### config.mk
export PLATFORM = sky130hd
export DESIGN_NAME = qsh_status_top
export DESIGN_NICKNAME = d
export VERILOG_FILES = /design/src/qsh_pkg.sv /design/src/qsh_event_group.sv /design/src/qsh_status_top.sv
export SDC_FILE = /design/constraint.sdc
export NUM_CORES = 1
export LEC_CHECK = 0
export ABC_AREA = 1
export BUFFER_PORTS_ARGS = -buffer_cell sky130_fd_sc_hd__buf_2
export CAP_MARGIN = 20
export CORE_ASPECT_RATIO = 1.5
export CORE_UTILIZATION = 50
export CTS_CLUSTER_SIZE = 30
export DETAILED_ROUTE_END_ITERATION = 6
export PLACE_DENSITY = 0.71
export SETUP_SLACK_MARGIN = 0.05
export SLEW_MARGIN = 40
export SYNTH_ARGS = -nofsm -noshare
export SYNTH_HDL_FRONTEND = slang
export SYNTH_SLANG_ARGS = --single-unit
### constraint.sdc
create_clock -name clk -period 2.5 [get_ports clk]
set_input_delay 0.25 -clock clk [delete_from_list [all_inputs] [get_ports clk]]
set_output_delay 0.25 -clock clk [all_outputs]
set_load 0.02 [all_outputs]
### src/qsh_pkg.sv
// Overview of operation
// RQ1: Event bits latch at one and stay until explicitly cleared.
// RQ2: Reading an event register clears it; clear-status clears all event registers.
// RQ3: Instrument reset and device clear leave event registers untouched.
// RQ4: Event read returns binary-weighted value of set bits.
// RQ5: Summary bit is OR of event bits gated by enable bits.
// RQ6: Enable registers are readable and writable; reading leaves them intact.
// RQ7: Clear-status leaves enable registers unchanged.
// RQ8: Output summaries feed instrument register; its summary drives questionable bit 13.
// RQ9: Questionable bit 4 latches on fan fault.
// RQ10: Questionable bit 13 latches on enabled instrument summary.
// RQ11: Instrument bit 1 from output one summary, bit 2 from output two.
// RQ12: Output event bit 0 latches on voltage loss, bit 1 on current loss.
// RQ13: Output event bit 9 latches on overvoltage trip.
// RQ14: Condition register shows live regulation mode bits, not latched.
// RQ15: Writing zero to questionable enable clears all its mask bits.
// RQ16: Controller writes 6 to instrument enable, 515 to output enables.
// RQ17: Break command aborts operation and discards output data like device clear.
// RQ18: Summary bits recomputed combinationally every cycle from events and enables.
package qsh_pkg;

  localparam int REG_W = 16;
  localparam int NUM_OUT = 2;

  // Bit positions
  localparam int QS_FAN_BIT = 4;
  localparam int QS_INST_BIT = 13;
  localparam int INST_OUT1_BIT = 1;
  localparam int INST_OUT2_BIT = 2;
  localparam int OUT_VOLT_BIT = 0;
  localparam int OUT_CURR_BIT = 1;
  localparam int OUT_OVP_BIT = 9;
  localparam int COND_CONST_CURR_BIT = 0;
  localparam int COND_CONST_VOLT_BIT = 1;

  localparam logic [15:0] REG_ZERO = 16'h0000;

  // Register selectors on the command port
  typedef enum logic [2:0] {
    QSH_SEL_QS_EVENT = 3'b000,
    QSH_SEL_QS_ENABLE = 3'b001,
    QSH_SEL_INST_EVENT = 3'b010,
    QSH_SEL_INST_ENABLE = 3'b011,
    QSH_SEL_OUT_EVENT = 3'b100,
    QSH_SEL_OUT_ENABLE = 3'b101,
    QSH_SEL_OUT_COND = 3'b110
  } qsh_sel_t;

  typedef struct packed {
    logic read;
    logic write;
    qsh_sel_t sel;
    logic out_idx;
    logic [15:0] wdata;
  } qsh_cmd_t;

  // Live condition inputs of one output
  typedef struct packed {
    logic volt_unreg;
    logic curr_unreg;
    logic ovp_trip;
    logic const_voltage;
    logic const_current;
  } qsh_out_cond_t;

endpackage : qsh_pkg

### src/qsh_event_group.sv
`timescale 1ns/100ps
// One event/enable pair with summary output
module qsh_event_group (
  // Clock and reset
  input wire logic clk,
  input wire logic reset,
  // Sources and controls
  input wire logic [15:0] set_bits,
  input wire logic clear_event,
  input wire logic write_enable,
  input wire logic [15:0] wdata,
  // State
  output logic [15:0] event_reg,
  output logic [15:0] enable_reg,
  output logic summary
);

  // Set wins over a read clear so a same-cycle event is kept
  always_ff @(posedge clk) begin
    if (reset) begin
      event_reg <= qsh_pkg::REG_ZERO;
    end else if (clear_event) begin
      event_reg <= set_bits; // RQ2
    end else begin
      event_reg <= event_reg | set_bits; // RQ1
    end
  end

  always_ff @(posedge clk) begin
    if (reset) begin
      enable_reg <= qsh_pkg::REG_ZERO;
    end else if (write_enable) begin
      enable_reg <= wdata; // RQ6 RQ15
    end
  end

  assign summary = |(event_reg & enable_reg); // RQ5 RQ18

endmodule : qsh_event_group

### src/qsh_status_top.sv
`timescale 1ns/100ps
module qsh_status_top (
  // Clock and reset
  input wire logic clk,
  input wire logic reset,
  // Register command port
  input wire qsh_pkg::qsh_cmd_t cmd,
  output logic [15:0] rdata,
  output logic rvalid,
  // Housekeeping commands
  input wire logic clear_status,
  input wire logic instrument_reset,
  input wire logic device_clear,
  input wire logic break_char,
  output logic abort_operation,
  output logic discard_output,
  // Conditions
  input wire logic fan_fault,
  input wire qsh_pkg::qsh_out_cond_t out_cond [2],
  // Summary out
  output logic questionable_summary
);

  logic [15:0] qs_set;
  logic [15:0] inst_set;
  logic [15:0] out_set [2];
  logic [15:0] qs_event, qs_enable, inst_event, inst_enable;
  logic [15:0] out_event [2];
  logic [15:0] out_enable [2];
  logic [15:0] out_cond_live [2];
  logic out_summary [2];
  logic inst_summary;
  logic qs_clear, inst_clear, qs_wr, inst_wr;
  logic out_clear [2];
  logic out_wr [2];
  logic [15:0] rdata_next;

  function automatic logic hit(input qsh_pkg::qsh_cmd_t c, input qsh_pkg::qsh_sel_t s);
    hit = c.sel == s;
  endfunction : hit

  // Instrument reset and device clear never touch event storage
  assign qs_clear = clear_status | (cmd.read & hit(cmd, qsh_pkg::QSH_SEL_QS_EVENT)); // RQ2 RQ3
  assign inst_clear = clear_status | (cmd.read & hit(cmd, qsh_pkg::QSH_SEL_INST_EVENT)); // RQ2
  assign qs_wr = cmd.write & hit(cmd, qsh_pkg::QSH_SEL_QS_ENABLE); // RQ7
  assign inst_wr = cmd.write & hit(cmd, qsh_pkg::QSH_SEL_INST_ENABLE);

  for (genvar i = 0; i < qsh_pkg::NUM_OUT; i++) begin : g_out
    always_comb begin
      out_set[i] = qsh_pkg::REG_ZERO;
      out_set[i][qsh_pkg::OUT_VOLT_BIT] = out_cond[i].volt_unreg; // RQ12
      out_set[i][qsh_pkg::OUT_CURR_BIT] = out_cond[i].curr_unreg; // RQ12
      out_set[i][qsh_pkg::OUT_OVP_BIT] = out_cond[i].ovp_trip; // RQ13
      out_cond_live[i] = qsh_pkg::REG_ZERO;
      out_cond_live[i][qsh_pkg::COND_CONST_VOLT_BIT] = out_cond[i].const_voltage; // RQ14
      out_cond_live[i][qsh_pkg::COND_CONST_CURR_BIT] = out_cond[i].const_current; // RQ14
    end
    assign out_clear[i] = clear_status |
      (cmd.read & hit(cmd, qsh_pkg::QSH_SEL_OUT_EVENT) & (cmd.out_idx == 1'(i)));
    assign out_wr[i] = cmd.write & hit(cmd, qsh_pkg::QSH_SEL_OUT_ENABLE) &
      (cmd.out_idx == 1'(i));
    qsh_event_group u_out (
      .clk(clk),
      .reset(reset),
      .set_bits(out_set[i]),
      .clear_event(out_clear[i]),
      .write_enable(out_wr[i]),
      .wdata(cmd.wdata),
      .event_reg(out_event[i]),
      .enable_reg(out_enable[i]),
      .summary(out_summary[i])
    );
  end

  always_comb begin
    inst_set = qsh_pkg::REG_ZERO;
    inst_set[qsh_pkg::INST_OUT1_BIT] = out_summary[0]; // RQ11 RQ8
    inst_set[qsh_pkg::INST_OUT2_BIT] = out_summary[1]; // RQ11 RQ8
    qs_set = qsh_pkg::REG_ZERO;
    qs_set[qsh_pkg::QS_FAN_BIT] = fan_fault; // RQ9
    qs_set[qsh_pkg::QS_INST_BIT] = inst_summary; // RQ10 RQ8
  end

  qsh_event_group u_inst (
    .clk(clk),
    .reset(reset),
    .set_bits(inst_set),
    .clear_event(inst_clear),
    .write_enable(inst_wr),
    .wdata(cmd.wdata),
    .event_reg(inst_event),
    .enable_reg(inst_enable),
    .summary(inst_summary)
  );

  qsh_event_group u_qs (
    .clk(clk),
    .reset(reset),
    .set_bits(qs_set),
    .clear_event(qs_clear),
    .write_enable(qs_wr),
    .wdata(cmd.wdata),
    .event_reg(qs_event),
    .enable_reg(qs_enable),
    .summary(questionable_summary)
  );

  // Read returns the plain binary-weighted word
  always_comb begin
    unique case (cmd.sel)
      qsh_pkg::QSH_SEL_QS_EVENT: rdata_next = qs_event; // RQ4
      qsh_pkg::QSH_SEL_QS_ENABLE: rdata_next = qs_enable; // RQ6
      qsh_pkg::QSH_SEL_INST_EVENT: rdata_next = inst_event; // RQ4
      qsh_pkg::QSH_SEL_INST_ENABLE: rdata_next = inst_enable;
      qsh_pkg::QSH_SEL_OUT_EVENT: rdata_next = out_event[cmd.out_idx]; // RQ4
      qsh_pkg::QSH_SEL_OUT_ENABLE: rdata_next = out_enable[cmd.out_idx];
      qsh_pkg::QSH_SEL_OUT_COND: rdata_next = out_cond_live[cmd.out_idx]; // RQ14
      default: rdata_next = qsh_pkg::REG_ZERO;
    endcase
  end

  always_ff @(posedge clk) begin
    if (reset) begin
      rdata <= qsh_pkg::REG_ZERO;
      rvalid <= 1'b0;
    end else begin
      rvalid <= cmd.read;
      if (cmd.read) begin
        rdata <= rdata_next;
      end
    end
  end

  // Break acts exactly as device clear; outputs are registered copies of the requests, one cycle later
  always_ff @(posedge clk) begin
    if (reset) begin
      abort_operation <= 1'b0;
      discard_output <= 1'b0;
    end else begin
      abort_operation <= device_clear | break_char | instrument_reset; // RQ17
      discard_output <= device_clear | break_char; // RQ17
    end
  end

endmodule : qsh_status_top

== Word-level counts from Yosys, hierarchy flattened ==
Index checks and enable logic that the tools add are counted.

* Magnitude comparators: 1
* Eq/ne operators: 6
* Muxes and demuxes: 14
* Bitwise operators: 26
* Reductions and logical operators: 9

{| class="wikitable"
|+ Operators with widths
! operator !! number
|-
| $mux 16 || 8
|-
| $pmux 16 s7 || 1
|-
| $and 16x16->16 || 4
|-
| $reduce_or 16->1 || 4
|-
| $or 16x10->16 || 2
|-
| $mux 10 || 2
|-
| $or 16x14->16 || 1
|-
| $or 16x3->16 || 1
|-
| $mux 14 || 1
|-
| $and 1x1->1 || 10
|-
| $eq 3x3->1 const B || 3
|-
| $reduce_or 2->1 || 4
|-
| $eq 3x2->1 const B || 2
|-
| $or 1x1->1 || 6
|-
| $eq 3x1->1 const B || 1
|-
| $logic_not 3->1 || 1
|-
| $mux 3 || 1
|-
| $ge 2x2->1 const B || 1
|-
| $mux 2 || 1
|-
| $not 1->2 || 1
|-
| $not 1->1 || 1
|}

* Register bits after elaboration: 147
* Logic and storage cells: 72

== Depth between registers and ports, before layout ==
Gate-level depths: netlist of run 1.

* Depth in word-level cells: 5
* Mapped depth: 9
* Gate-level depth less buffers: 9

== Modules after synthesis ==
Synthesis of run 1 repeated with hierarchy kept, for this count alone.

* Cells, all modules: 1012
* Area, all modules: 7104.3 µm²

{| class="wikitable"
|+ Modules (own cells, without submodules)
! module !! times used !! cells an instance !! area each (µm²) !! sequential area each (µm²)
|-
| qsh_event_group || 4 || 156 || 1261.2 || 640.6
|-
| qsh_status_top || 1 || 388 || 2059.5 || 380.4
|}

== Worst setup path after synthesis of run 1 ==
No wires, ideal clock.

* Path kind: input-to-reg
* Start: in cmd[20] in the netlist's numbering
* End: reg g_out[0].u_out.enable_reg[11]
* Setup time: 0.138 ns
* Arrival time: 1.100 ns
* Required time: 2.362 ns
* Slack: 1.263 ns
* Stages on the path: 7
* Cell sequence: buf_2 > inv_1 > nor2_4 > nand2_2 > buf_2 > nor2_1 > a211oi_2

* Cells in the longest elaborated chain, start to end: 2

{| class="wikitable"
|+ RTL lines
! element !! RTL line !! text
|-
| start: declaration || qsh_status_top.sv:7 || <nowiki>input wire qsh_pkg::qsh_cmd_t cmd,</nowiki>
|-
| $and 1x1->1 (2 in a row) || qsh_status_top.sv:60 || <nowiki>assign out_wr[i] = cmd.write & hit(cmd, qsh_pkg::QSH_SEL_OUT_ENABLE) &</nowiki>
|-
| end signal: assignment || qsh_event_group.sv:31 || <nowiki>enable_reg <= qsh_pkg::REG_ZERO;</nowiki>
|-
| end signal: assignment || qsh_event_group.sv:33 || <nowiki>enable_reg <= wdata;</nowiki>
|-
| end: declaration || qsh_event_group.sv:14 || <nowiki>output logic [15:0] enable_reg,</nowiki>
|}

No other way between the ends.
A chain may end at the register's enable or synchronous reset.

== Worst setup path after layout of run 1 ==
* Start: in cmd[18] in the netlist's numbering
* End: reg u_qs.enable_reg[4]

* Cells in the longest elaborated chain, start to end: 2

{| class="wikitable"
|+ RTL lines
! element !! RTL line !! text
|-
| $eq 3x1->1 || qsh_status_top.sv:39 || <nowiki>hit = c.sel == s;</nowiki>
|-
| $and 1x1->1 || qsh_status_top.sv:45 || <nowiki>assign qs_wr = cmd.write & hit(cmd, qsh_pkg::QSH_SEL_QS_ENABLE);</nowiki>
|-
| end signal: assignment || qsh_event_group.sv:31 ||
|-
| end signal: assignment || qsh_event_group.sv:33 ||
|-
| end: declaration || qsh_event_group.sv:14 ||
|}

No other way between the ends.

==> impl_metrics.csv, run 1 <==
group,metric,value,unit
power_and_ir_drop,pwr-share-seq,49.9,%
floorplanning,initial_core_util,51.59,%
finish,final_util,58.83,%
floorplanning,ios,59,
detailed_routing,antenna_left,0,
synth,postSynthCellCount,566,
timing,fin_worst_skew,0.003289,ns
cts,htreeDepth,3,
synth,synthAdderAreaFrac,0,%
synth,yosys.area.top_type,"dfxtp_1",
timing,fmax,698.9,MHz
timing,finalSetupTns,0,ns
power_and_ir_drop,p_leak,1.877,nW
setup_path,r2r_slack,1.38,ns
cts,cts_resized,0,
synth,synth_top_family_by_area,"simple AND/OR/NAND/NOR gates",
timing,tightest_slew,0.5572,ns
timing,rsz0062_at_grt,"no",
detailed_routing,wl,10.53,mm
detailed_routing,firstDrtPassIters,5,
floorplanning,rows,40,
hold_path,hold_path_end,"discard_output",
timing,maxSlewHeadroom,62.85,%
finish,nNetsFinal,648,
cts,cts_buffer_depth,2,
placement,io_buffers,58,
placement,placed_cells,703,
synth,seq_area_frac_synth,45.06,%
finish,multi_input_area,1949,um^2
finish,fill_cells,757,
power_and_ir_drop,power_density,652.1,nW/um^2
setup_path,reg2reg_depth,8,
timing,min_period_over_period,57.23,%
cts,cts_tree,"built",
grt,grt_max_degree,56,
detailed_routing,wire_per_inst,14.68,um
cts,cts.clk_slew.worst_paths,0.06,ns
synth,synth_compound_area_share,18.90,%
power_and_ir_drop,p_switching,0.0007135,W
synth,synth_mux_area_share,0,%
floorplanning,core-area,8008,um^2
timing,finalMaxSlewViolations,0,
placement,finalWeightedCongestion,0.9161,
setup_path,r2r_start,"g_out[1].u_out.enable_reg[9]",
hold_path,hold_path_depth,3,
timing,hold_viol,0,
grt,grt-ovfl-total,0,
grt,antenna_found_initial,0,
finish,final_cells,717,
cts,cts_num_sinks,93,
synth,synthDistinctLibCells,27,
finish,drive_above_1_share,19.44,%
cts,cts_buffers,9,
floorplanning,die_x,76.22,um
finish,syn_to_final_growth,14.02,%
synth,synth_top_area_share,45.06,%
timing,setup_viol_count_final,0,
synth,synth_area_leaders,"dfxtp_1, nand2_1, a21oi_1",
detailed_routing,drc,0,
placement,dpl.hpwl,7.221,mm
setup_path,cp.required,2.76,ns
detailed_routing,via_count,3780,
floorplanning,die_height,113.3,um
run_status,outcome,"complete, no violations",
synth,syn_area_per_cell,7.299,um^2
timing,finalCriticalPeriod,1.431,ns
flow_run,max_cap_viol_count,0,
power_and_ir_drop,clkPwrFrac,42.2,%
cts,clock_latency,0.34,ns
floorplanning,die-area,8638,um^2
power_and_ir_drop,internal_power,0.002358,W
cts,hold_buffers,0,
setup_path,worstSetupPathType,"in2reg",
power_and_ir_drop,peakVddDrop,0.0004261,V
placement,placed_cell_area,4425,um^2
hold_path,min_from,"device_clear",
finish,final_area,4711,um^2
synth,ys_ff_latch,93,
hold_path,holdCritPathClass,"in2reg",
setup_path,startpoint_type,"input port",
detailed_routing,routed_via_density,5.272,
detailed_routing,drtIter0Drc,224,
grt,grt_pass1_wl,16.87,mm
cts,root_buffer,"clkbuf_16",
synth,synthSimpleGateAreaFrac,28.29,%
finish,largest_reg_flops,32,
setup_path,critical_path_peak_fanout,18,
setup_path,crit_arrival,1.69,ns
setup_path,r2r-end,"rdata[9]",
power_and_ir_drop,p_comb_share,7.9,%
finish,regArea,1862,um^2
synth,yosysWarnings,0,
synth,synth_nets,605,
grt,grt_usage,25.38,%
finish,insertedDiodeCount,0,
synth,synth-xor-area-share,0,%
power_and_ir_drop,p_sw_share,23.23,%
cts,cts_setup_buffers,0,
grt,grt_pass1_vias,3621,
setup_path,crit_path_end_kind,"flip-flop",
synth,synth_area,4131,um^2
-- area by class of cell --
cell class                      count  area share (%)
Tap cell                          105           2.789
Clock inverter                      1          0.1062
Clock buffer                       13           5.950
Multi-Input combinational cell    404           41.38
Sequential cell                    93           39.52
Inverter                           40           3.293
Timing Repair Buffer               61           6.959
-- through the flow --
step	setup slack [ns]	hold slack, ns	power (W)
3_5_place_dp	0.7321	0.4529	0.001805
3_3_place_gp	0.7852	0.4495	0.001800
4_1_cts	1.082	0.1210	0.003101
6_report	1.069	0.1313	0.003072
5_1_grt	0.9005	0.1309	0.003188
2_1_floorplan	1.263	0.3759	0.001712
-- worst max-delay path: stages --
cell and delay, ns:
buf_2 0.16, inv_2 0.08, nand2_2 0.09, nor2_4 0.37
nand2_4 0.24, inv_2 0.27, nand2_1 0.08, a21oi_1 0.14
-- metal layers --
| layer | wire length [um] | global-route usage [%] | vias up |
|---|---|---|---|
| met5 | 0 | 0 | - |
| met4 | 686 | 19.36 | 0 |
| met3 | 389 | 5.000 | 43 |
| met2 | 5277 | 43.66 | 107 |
| met1 | 4173 | 27.31 | 1735 |
| li1 | - | - | 1895 |
-- cells in the mapped netlist (all sizes together) --
cell / instances
clkbuf: 14
inv: 38
buf: 15
dfxtp: 93
o211ai: 3
a21oi: 80
nand4: 2
nor2: 32
a31oi: 1
a211oi: 17
clkinv: 2
o21ai: 16
nor3: 2
a22o: 3
nand3: 18
nand2: 230
-- placed cells by master (no fill, tap or decap) --
cell type / n
a211oi_1: 1
nand2_2: 3
nand3_1: 17
inv_2: 6
a21oi_2: 10
o211ai_1: 3
buf_12: 1
clkinv_2: 1
o21ai_0: 14
a211oi_2: 16
nor3_1: 2
nand4_1: 2
nand3_4: 1
nand2_4: 3
nand2_1: 224
a21oi_1: 70
inv_1: 32
a31oi_1: 1
buf_2: 57
clkbuf_16: 9
o21ai_1: 2
a22o_1: 3
clkbuf_8: 4
dfxtp_1: 93
clkinv_4: 1
nor2_4: 4
buf_4: 3
nor2_1: 28
clkinv_1: 1
-- power groups by stage --
stage          Combinational [W]  Clock, W  Sequential, W
4_1_cts                 0.000241   0.00133        0.00153
5_1_grt                 0.000264   0.00139        0.00154
3_5_place_dp            0.000239         0        0.00157
2_1_floorplan           0.000143         0        0.00157
6_report                0.000242   0.00130        0.00153
3_3_place_gp            0.000235         0        0.00157
-- how the worst max path moves through the flow --
stage / startpoint / end / slack, ns / cells past startpoint
2_1_floorplan: cmd[20] / g_out[0].u_out.enable_reg[11] / 1.26 / 7
3_3_place_gp: cmd[18] / u_qs.enable_reg[13] / 0.79 / 8
3_5_place_dp: cmd[18] / u_qs.enable_reg[4] / 0.73 / 8
4_1_cts: cmd[18] / u_qs.enable_reg[4] / 1.08 / 8
5_1_grt: cmd[16] / g_out[0].u_out.enable_reg[15] / 0.90 / 6
6_report: cmd[18] / u_qs.enable_reg[4] / 1.07 / 8
-- kinds of logic after synthesis --
family	after synthesis
compound gates	120
simple gates	284
flops	93
buf+inv	69
No activity file was read; power rests on OpenSTA's default activity.
==> run 2: changes to the inputs <==
--- a/config.mk
+++ b/config.mk
@@ -5,14 +5,14 @@
 export SDC_FILE = /design/constraint.sdc
 export NUM_CORES = 1
 export LEC_CHECK = 0
-export ABC_AREA = 1
+export ABC_AREA = 0
 export BUFFER_PORTS_ARGS = -buffer_cell sky130_fd_sc_hd__buf_2
 export CAP_MARGIN = 20
 export CORE_ASPECT_RATIO = 1.5
 export CORE_UTILIZATION = 50
 export CTS_CLUSTER_SIZE = 30
 export DETAILED_ROUTE_END_ITERATION = 6
-export PLACE_DENSITY = 0.71
+export PLACE_DENSITY = 0.74
 export SETUP_SLACK_MARGIN = 0.05
 export SLEW_MARGIN = 40
 export SYNTH_ARGS = -nofsm -noshare
==> constraint.sdc (replaced) <==
create_clock -name clk -period 1.2 [get_ports clk]
set_input_delay 0.12 -clock clk [delete_from_list [all_inputs] [get_ports clk]]
set_output_delay 0.12 -clock clk [all_outputs]
set_load 0.02 [all_outputs]
==> run 2 against run 1 <==
Against the previous run: the run now ends with negative setup slack left; utilization increased by 6.6 points; clock-buffer cell count decreased by 1; sequential power increased by 110%; global-route usage increased by 3.8 points; synthesized cell count decreased by 22%; sequential share of layout area decreased by 2.0 points; clock power increased by 120%; routed wire length increased by 6.1%; sequential cell count unchanged; worst setup slack got worse by 1.1 ns; hold slack got worse by 0.11 ns; via count decreased by 5.5%; critical path type is now reg2out.
==> impl_metrics.csv, run 2 <==
group,metric,value,unit
run_status,violations,"negative setup slack",
timing,min_period_over_period,105.2,%
finish,syn_to_final_growth,27.53,%
synth,synthAdderAreaFrac,0,%
synth,async_flop_share,0,%
detailed_routing,wl,11.17,mm
power_and_ir_drop,p_leak,2.097,nW
synth,synth.most_common_cell,"dfxtp_1",
grt,grt_usage,29.21,%
timing,tightest_slew,0.6059,ns
detailed_routing,via_count,3573,
power_and_ir_drop,peakVddDrop,0.001234,V
placement,finalWeightedCongestion,0.8640,
timing,setup_viol_count_final,2,
grt,grt_pass1_vias,3585,
detailed_routing,routed_via_density,5.609,
setup_path,crit_path_end_kind,"output port",
power_and_ir_drop,p_comb_share,9.9,%
synth,synth-xor-area-share,0,%
finish,largest_reg_flops,32,
finish,fill_cells,653,
timing,worst_hold_slack,0.02424,ns
synth,synthDistinctLibCells,40,
timing,hold_viol,0,
floorplanning,initial_core_util,51.28,%
cts,root_buffer,"clkbuf_16",
finish,nNetsFinal,570,
power_and_ir_drop,p_switching,0.001568,W
synth,syn_area_per_cell,8.812,um^2
synth,yosys.area.top_type,"dfxtp_1",
finish,multi_input_area,1894,um^2
synth,synthSimpleGateAreaFrac,16.76,%
timing,setup_ws,-0.06182,ns
timing,fin_worst_skew,0.007011,ns
finish,insertedDiodeCount,0,
grt,antenna_found_initial,0,
detailed_routing,firstDrtPassIters,7,
grt,grt_pass1_wl,17.26,mm
floorplanning,die_x,74.15,um
synth,synth_area_leaders,"dfxtp_1, mux2i_1, nand2_1",
detailed_routing,drc,0,
timing,finalMaxSlewViolations,0,
cts,cts_num_sinks,93,
floorplanning,die_height,110.2,um
hold_path,holdCritPathClass,"in2reg",
setup_path,worstSetupPathType,"reg2out",
cts,htreeDepth,3,
cts,cts.clk_slew.worst_paths,0.06,ns
detailed_routing,antenna_left,0,
power_and_ir_drop,power_density,1354,nW/um^2
timing,finalCriticalPeriod,1.262,ns
synth,ys_ff_latch,93,
synth,synth_area,3904,um^2
detailed_routing,drtIter0Drc,221,
synth,yosysWarnings,0,
cts,cts_tree,"built",
placement,dpl.hpwl,7.867,mm
finish,final_cell_mix,"dfxtp_1, nand2_1, nor2_1, buf_2, a21oi_1",
setup_path,startpoint_type,"flip-flop",
timing,rsz0062_at_grt,"yes",
synth,synth_top_family_by_area,"simple AND/OR/NAND/NOR gates",
finish,regArea,1869,um^2
synth,synth_top_area_share,47.69,%
finish,layout_commonest_cell,"dfxtp_1",
placement,io_buffers,58,
synth,synth-main-ff-cell,"dfxtp_1",
floorplanning,ios,59,
power_and_ir_drop,clkPwrFrac,42.4,%
placement,placed_cell_area,4543,um^2
cts,cts_buffer_depth,2,
synth,seq_area_frac_synth,47.69,%
flow_run,max_cap_viol_count,0,
finish,drive_above_1_share,26.36,%
detailed_routing,wire_per_inst,17.54,um
synth,postSynthCellCount,443,
power_and_ir_drop,p_sw_share,23.28,%
floorplanning,rows,39,
setup_path,cp.required,1.08,ns
setup_path,critical_path_peak_fanout,2,
synth,synth_edf_count,0,
setup_path,crit_arrival,1.14,ns
timing,fmax,792.5,MHz
power_and_ir_drop,internal_power,0.005170,W
floorplanning,die-area,8172,um^2
synth,synth_nets,482,
grt,grt_max_degree,37,
power_and_ir_drop,power.total,0.006739,W
synth,yosys-top-cells-count,"dfxtp_1, nand2_1, nor2_1",
cts,clock_latency,0.34,ns
cts,cts_buffers,9,
timing,maxSlewHeadroom,59.56,%
synth,synth_mux_area_share,14.65,%
grt,grt-ovfl-total,0,
floorplanning,core-area,7612,um^2
cts,cts_setup_buffers,0,
run_status,outcome,"finished, violations left",
finish,final_area,4979,um^2
synth,synth_compound_area_share,15.64,%
power_and_ir_drop,pwr-share-seq,47.6,%
run 2: path summary, 6_finish.rpt:
check | startpoint | to | slack [ns] | cells past startpoint
min reg2reg | u_inst.enable_reg[13] | u_inst.enable_reg[13] | 0.46 | 2
max reg2reg | g_out[0].u_out.event_reg[1] | rdata[1] | 0 | 4
min | fan_fault | u_qs.event_reg[4] | 0.02 | 3
max | u_qs.enable_reg[4] | questionable_summary | -0.06 | 3
run 2: power by group through the flow:
stage / logic, W / registers (W) / clock network [W]
after floorplan: 0.000346 / 0.00328 / 0
after global routing: 0.000729 / 0.00321 / 0.00304
after CTS: 0.000657 / 0.00321 / 0.00289
after detailed placement: 0.000627 / 0.00327 / 0
final: 0.000670 / 0.00321 / 0.00286
after global placement: 0.000618 / 0.00327 / 0
run 2: kinds of logic after synthesis:
family | count (synthesis)
simple gates | 155
buf+inv | 38
mux | 55
compound gates | 102
flops | 93
run 2: area by class of cell:
type	count	area share, %
repair buffers	111	15.48
multi-input cells	312	38.05
well taps	102	2.563
clock inverters	3	0.9048
flip-flops and latches	93	37.55
inverters	4	0.3016
clock buffers	12	5.152
run 2: repair_timing:
| action | in CTS | in global routing |
|---|---|---|
| pin swaps | 3 | 5 |
| hold endpoints to repair | 8 | 0 |
| setup endpoints to repair | 4 | 8 |
| cloned | 0 | 0 |
| hold buffers | 9 | 0 |
| gates resized for setup | 6 | 9 |
run 2: routing by layer:
| metal | part of all wire (%) | global-route usage (%) | wire [um] | vias up |
|---|---|---|---|---|
| met5 | 0 | 0 | 0 | - |
| met4 | 6.8 | 21.84 | 758 | 0 |
| met3 | 4.9 | 7.273 | 542 | 53 |
| met2 | 53 | 51.75 | 5888 | 139 |
| met1 | 36 | 28.63 | 3984 | 1668 |
| li1 | - | - | - | 1713 |
run 2: worst max-delay path, stage by stage (launching register included):
cell and delay, ns:
dfxtp_2 0.32, buf_6 0.11, a22o_1 0.23, buf_6 0.14
run 2: through the flow:
stage	utilization [%]	setup slack (ns)	setup TNS (ns)	instances
3_5_place_dp	59.68	-0.1600	-6.751	613
6_report	65.40	-0.06182	-0.06589	637
3_3_place_gp	59.65	-0.1607	-6.241	613
5_1_grt	65.40	-0.09517	-0.1683	637
2_1_floorplan	-	-0.04454	-0.4454	443
4_1_cts	65.04	-0.1008	-0.1092	637
==> run 3: changes to the inputs <==
--- a/config.mk
+++ b/config.mk
@@ -12,9 +12,10 @@
 export CORE_UTILIZATION = 50
 export CTS_CLUSTER_SIZE = 30
 export DETAILED_ROUTE_END_ITERATION = 6
-export PLACE_DENSITY = 0.74
+export PLACE_DENSITY = 0.72
 export SETUP_SLACK_MARGIN = 0.05
 export SLEW_MARGIN = 40
 export SYNTH_ARGS = -nofsm -noshare
 export SYNTH_HDL_FRONTEND = slang
+export SYNTH_HIERARCHICAL = 1
 export SYNTH_SLANG_ARGS = --single-unit
==> run 3 against run 2 <==
Against the previous run: the run still ends with negative setup slack left; fmax is 31% lower; clock skew up 0.0014 ns; combinational power is 130% higher; first-iteration DRC count rose by 110%; via count grew 70%; critical path type unchanged; critical endpoint unchanged; largest power group is now clock.
==> impl_metrics.csv, run 3 <==
group,metric,value,unit
run_status,outcome,"finished, violations left",
run_status,violations,"negative setup slack",
placement,io_buffers,58,
timing,setup_ws,-0.6354,ns
synth,synth.most_common_cell,"nor2_1",
setup_path,r2r_slack,-0.21,ns
hold_path,hold_path_end,"u_qs/enable_reg[8]",
setup_path,crit_family,"compound AO/OA/AOI/OAI gates",
floorplanning,core-area,12570,um^2
power_and_ir_drop,internal_power,0.009153,W
synth,synthAdderAreaFrac,0,%
detailed_routing,routed_via_density,5.759,
synth,syn_area_per_cell,9.526,um^2
setup_path,critical_path_peak_fanout,2,
synth,synth_mux_area_share,17.15,%
cts,cts_buffers,17,
synth,synth_area,6506,um^2
finish,layout_commonest_cell,"nor2_1",
finish,drive_above_1_share,36.89,%
power_and_ir_drop,power_density,1363,nW/um^2
power_and_ir_drop,clkPwrFrac,44.7,%
floorplanning,initial_core_util,51.74,%
cts,htreeDepth,4,
synth,yosys.area.top_type,"dfxtp_1",
setup_path,r2r_start,"u_inst/enable_reg[8]",
floorplanning,ios,59,
hold_path,hold_path_depth,3,
finish,insertedDiodeCount,0,
setup_path,crit_arrival,1.72,ns
timing,finalSetupTns,-1.466,ns
setup_path,reg2reg_depth,6,
setup_path,path_cells,"buf_4 -> a22o_1 -> a221oi_2 -> nand4_1 -> buf_2",
synth,synth-xor-area-share,0,%
synth,ys_ff_latch,147,
power_and_ir_drop,peakVddDrop,0.001038,V
synth,seq_area_frac_synth,45.23,%
grt,grt_max_degree,48,
synth,synth_area_leaders,"dfxtp_1, mux2i_1, nor2_1",
detailed_routing,drc,0,
setup_path,worstSetupPathType,"reg2out",
placement,finalWeightedCongestion,0.8602,
synth,synth_edf_count,0,
synth,yosysWarnings,6,
placement,dpl.hpwl,13.98,mm
setup_path,crit_path_end_kind,"output port",
timing,rsz0062_at_grt,"yes",
timing,fin_worst_skew,0.008404,ns
synth,synthSimpleGateAreaFrac,12.31,%
power_and_ir_drop,pwr-share-seq,42.8,%
setup_path,startpoint_type,"flip-flop",
finish,nNetsFinal,926,
floorplanning,die_x,95.14,um
synth,async_flop_share,0,%
placement,placed_cells,1007,
detailed_routing,drtIter0Drc,461,
setup_path,crit_path_top_delay_cell,"dfxtp_1",
grt,grt_pass1_vias,6095,
setup_path,path_buf_inv,2,
hold_path,holdCritPathClass,"in2reg",
cts,cts.clk_slew.worst_paths,0.06,ns
synth,synth_top_area_share,45.23,%
power_and_ir_drop,p_comb_share,12.6,%
setup_path,slowest_delay,0.31,ns
grt,grt-ovfl-total,0,
setup_path,cp.required,1.08,ns
detailed_routing,antenna_left,0,
detailed_routing,wl,20.64,mm
grt,antenna_found_initial,0,
timing,finalMaxSlewViolations,0,
synth,synthDistinctLibCells,42,
timing,fmax,544.8,MHz
cts,cts_tree,"built",
detailed_routing,via_count,6082,
timing,setup_viol_count_final,8,
finish,final_cell_mix,"nor2_1, dfxtp_1, mux2i_1, buf_4, a21oi_1",
synth,synth_top_family_by_area,"compound AO/OA/AOI/OAI gates",
floorplanning,die_height,141.7,um
detailed_routing,firstDrtPassIters,5,
setup_path,r2r-end,"u_qs/event_reg[13]",
grt,grt_pass1_wl,30.84,mm
power_and_ir_drop,p_switching,0.003209,W
power_and_ir_drop,p_sw_share,25.96,%
cts,cts_buffer_depth,2,
finish,syn_to_final_growth,39.44,%
timing,hold_viol,0,
finish,final_area,9072,um^2
synth,synth_compound_area_share,19.56,%
timing,finalCriticalPeriod,1.835,ns
timing,min_period_over_period,153.0,%
synth,synth-main-ff-cell,"dfxtp_1",
flow_run,max_cap_viol_count,0,
synth,postSynthCellCount,683,
floorplanning,die-area,13480,um^2
synth,yosys-top-cells-count,"nor2_1, dfxtp_1, mux2i_1",
detailed_routing,wire_per_inst,19.54,um
cts,clock_latency,0.42,ns
grt,grt_usage,30.30,%
hold_path,min_from,"cmd[8]",
cts,root_buffer,"clkbuf_16",
floorplanning,rows,50,
finish,final_cells,1056,
cts,cts_num_sinks,147,
placement,placed_cell_area,7764,um^2
power_and_ir_drop,p_leak,3.715,nW
[run 3: cell types whose count changed in the layout (fill, tap and decap cells not counted), sizes merged, moves of 8 or more]
| cell | previous run | this run |
|---|---|---|
| conb | 0 | 54 |
| mux2i | 47 | 107 |
| a221oi | 2 | 19 |
| a21oi | 57 | 91 |
| o31ai | 0 | 11 |
| o21ai | 11 | 3 |
| a22o | 4 | 21 |
| dfxtp | 93 | 147 |
| nor2 | 59 | 150 |
| inv | 4 | 14 |
| o22ai | 1 | 9 |
| nand2 | 79 | 16 |
| buf | 102 | 166 |
[run 3: cell families after synthesis]
| kind of cell | Yosys count |
|---|---|
| AO/OA/AOI/OAI | 178 |
| multiplexers | 109 |
| AND/OR/NAND/NOR | 193 |
| buffers and inverters | 55 |
| flip-flops | 147 |
| other | 1 |
[run 3: worst max-delay path by stage]
| stage | startpoint | end | slack (ns) | cells after the start |
|---|---|---|---|---|
| global placement | cmd[18] | u_inst/enable_reg[11] | -0.46 | 7 |
| detailed placement | cmd[18] | u_inst/enable_reg[0] | -0.56 | 7 |
| floorplan | cmd[18] | g_out[0].u_out/event_reg[1] | -0.31 | 8 |
| CTS | u_qs/event_reg[8] | questionable_summary | -0.63 | 5 |
| global route | u_qs/event_reg[8] | questionable_summary | -0.65 | 5 |
| finish | u_qs/event_reg[8] | questionable_summary | -0.64 | 5 |
[run 3: final cells by class]
cell class	instances	area (um^2)
Tap cell	156	195.2
Sequential cell	147	2990
Multi-Input combinational cell	534	3816
Fill cell	829	3502
Inverter	10	37.54
Timing Repair Buffer	177	1419
Clock inverter	14	175.2
Clock buffer	18	439.2
[run 3: power groups by stage]
stage,clock [W],combinational (W),sequential (W)
after detailed placement,0,0.00128,0.00535
final,0.00552,0.00156,0.00529
after CTS,0.00553,0.00138,0.00526
after global routing,0.00578,0.00165,0.00530
after floorplan,0,0.000717,0.00536
after global placement,0,0.00124,0.00534
[run 3: metrics by stage]
step / utilization (%) / setup WS, ns / total power [W] / hold slack, ns
2_1_floorplan: - / -0.3082 / 0.006072 / 0.1924
3_3_place_gp: 61.74 / -0.4599 / 0.006583 / 0.3266
3_5_place_dp: 61.74 / -0.5597 / 0.006635 / 0.3374
4_1_cts: 69.07 / -0.6265 / 0.01217 / 0.002313
5_1_grt: 72.15 / -0.6535 / 0.01274 / 0.02114
6_report: 72.15 / -0.6354 / 0.01236 / 0.01122
[run 3: layer usage]
metal,up-vias,wire (um),track usage [%],share of wire [%]
li1,2812,-,-,-
met1,2971,8079,35.78,39
met2,252,10540,50.38,51
met3,47,1067,5.198,5.2
met4,0,954,18.26,4.6
met5,-,0,0,0
[run 3: tightest hold or removal path: stages]
cell and delay [ns]:
buf_2 0.12, mux2i_1 0.07, nor2_1 0.07
[run 3: what timing repair did]
action / 4_1_cts / 5_1_grt
hold buffers: 11 / 0
gates cloned: 0 / 1
endpoints found under the setup margin: 47 / 66
endpoints found under the hold margin: 10 / 0
buffers inserted: 1 / 4
pin swaps: 22 / 24
gates resized for setup: 55 / 96
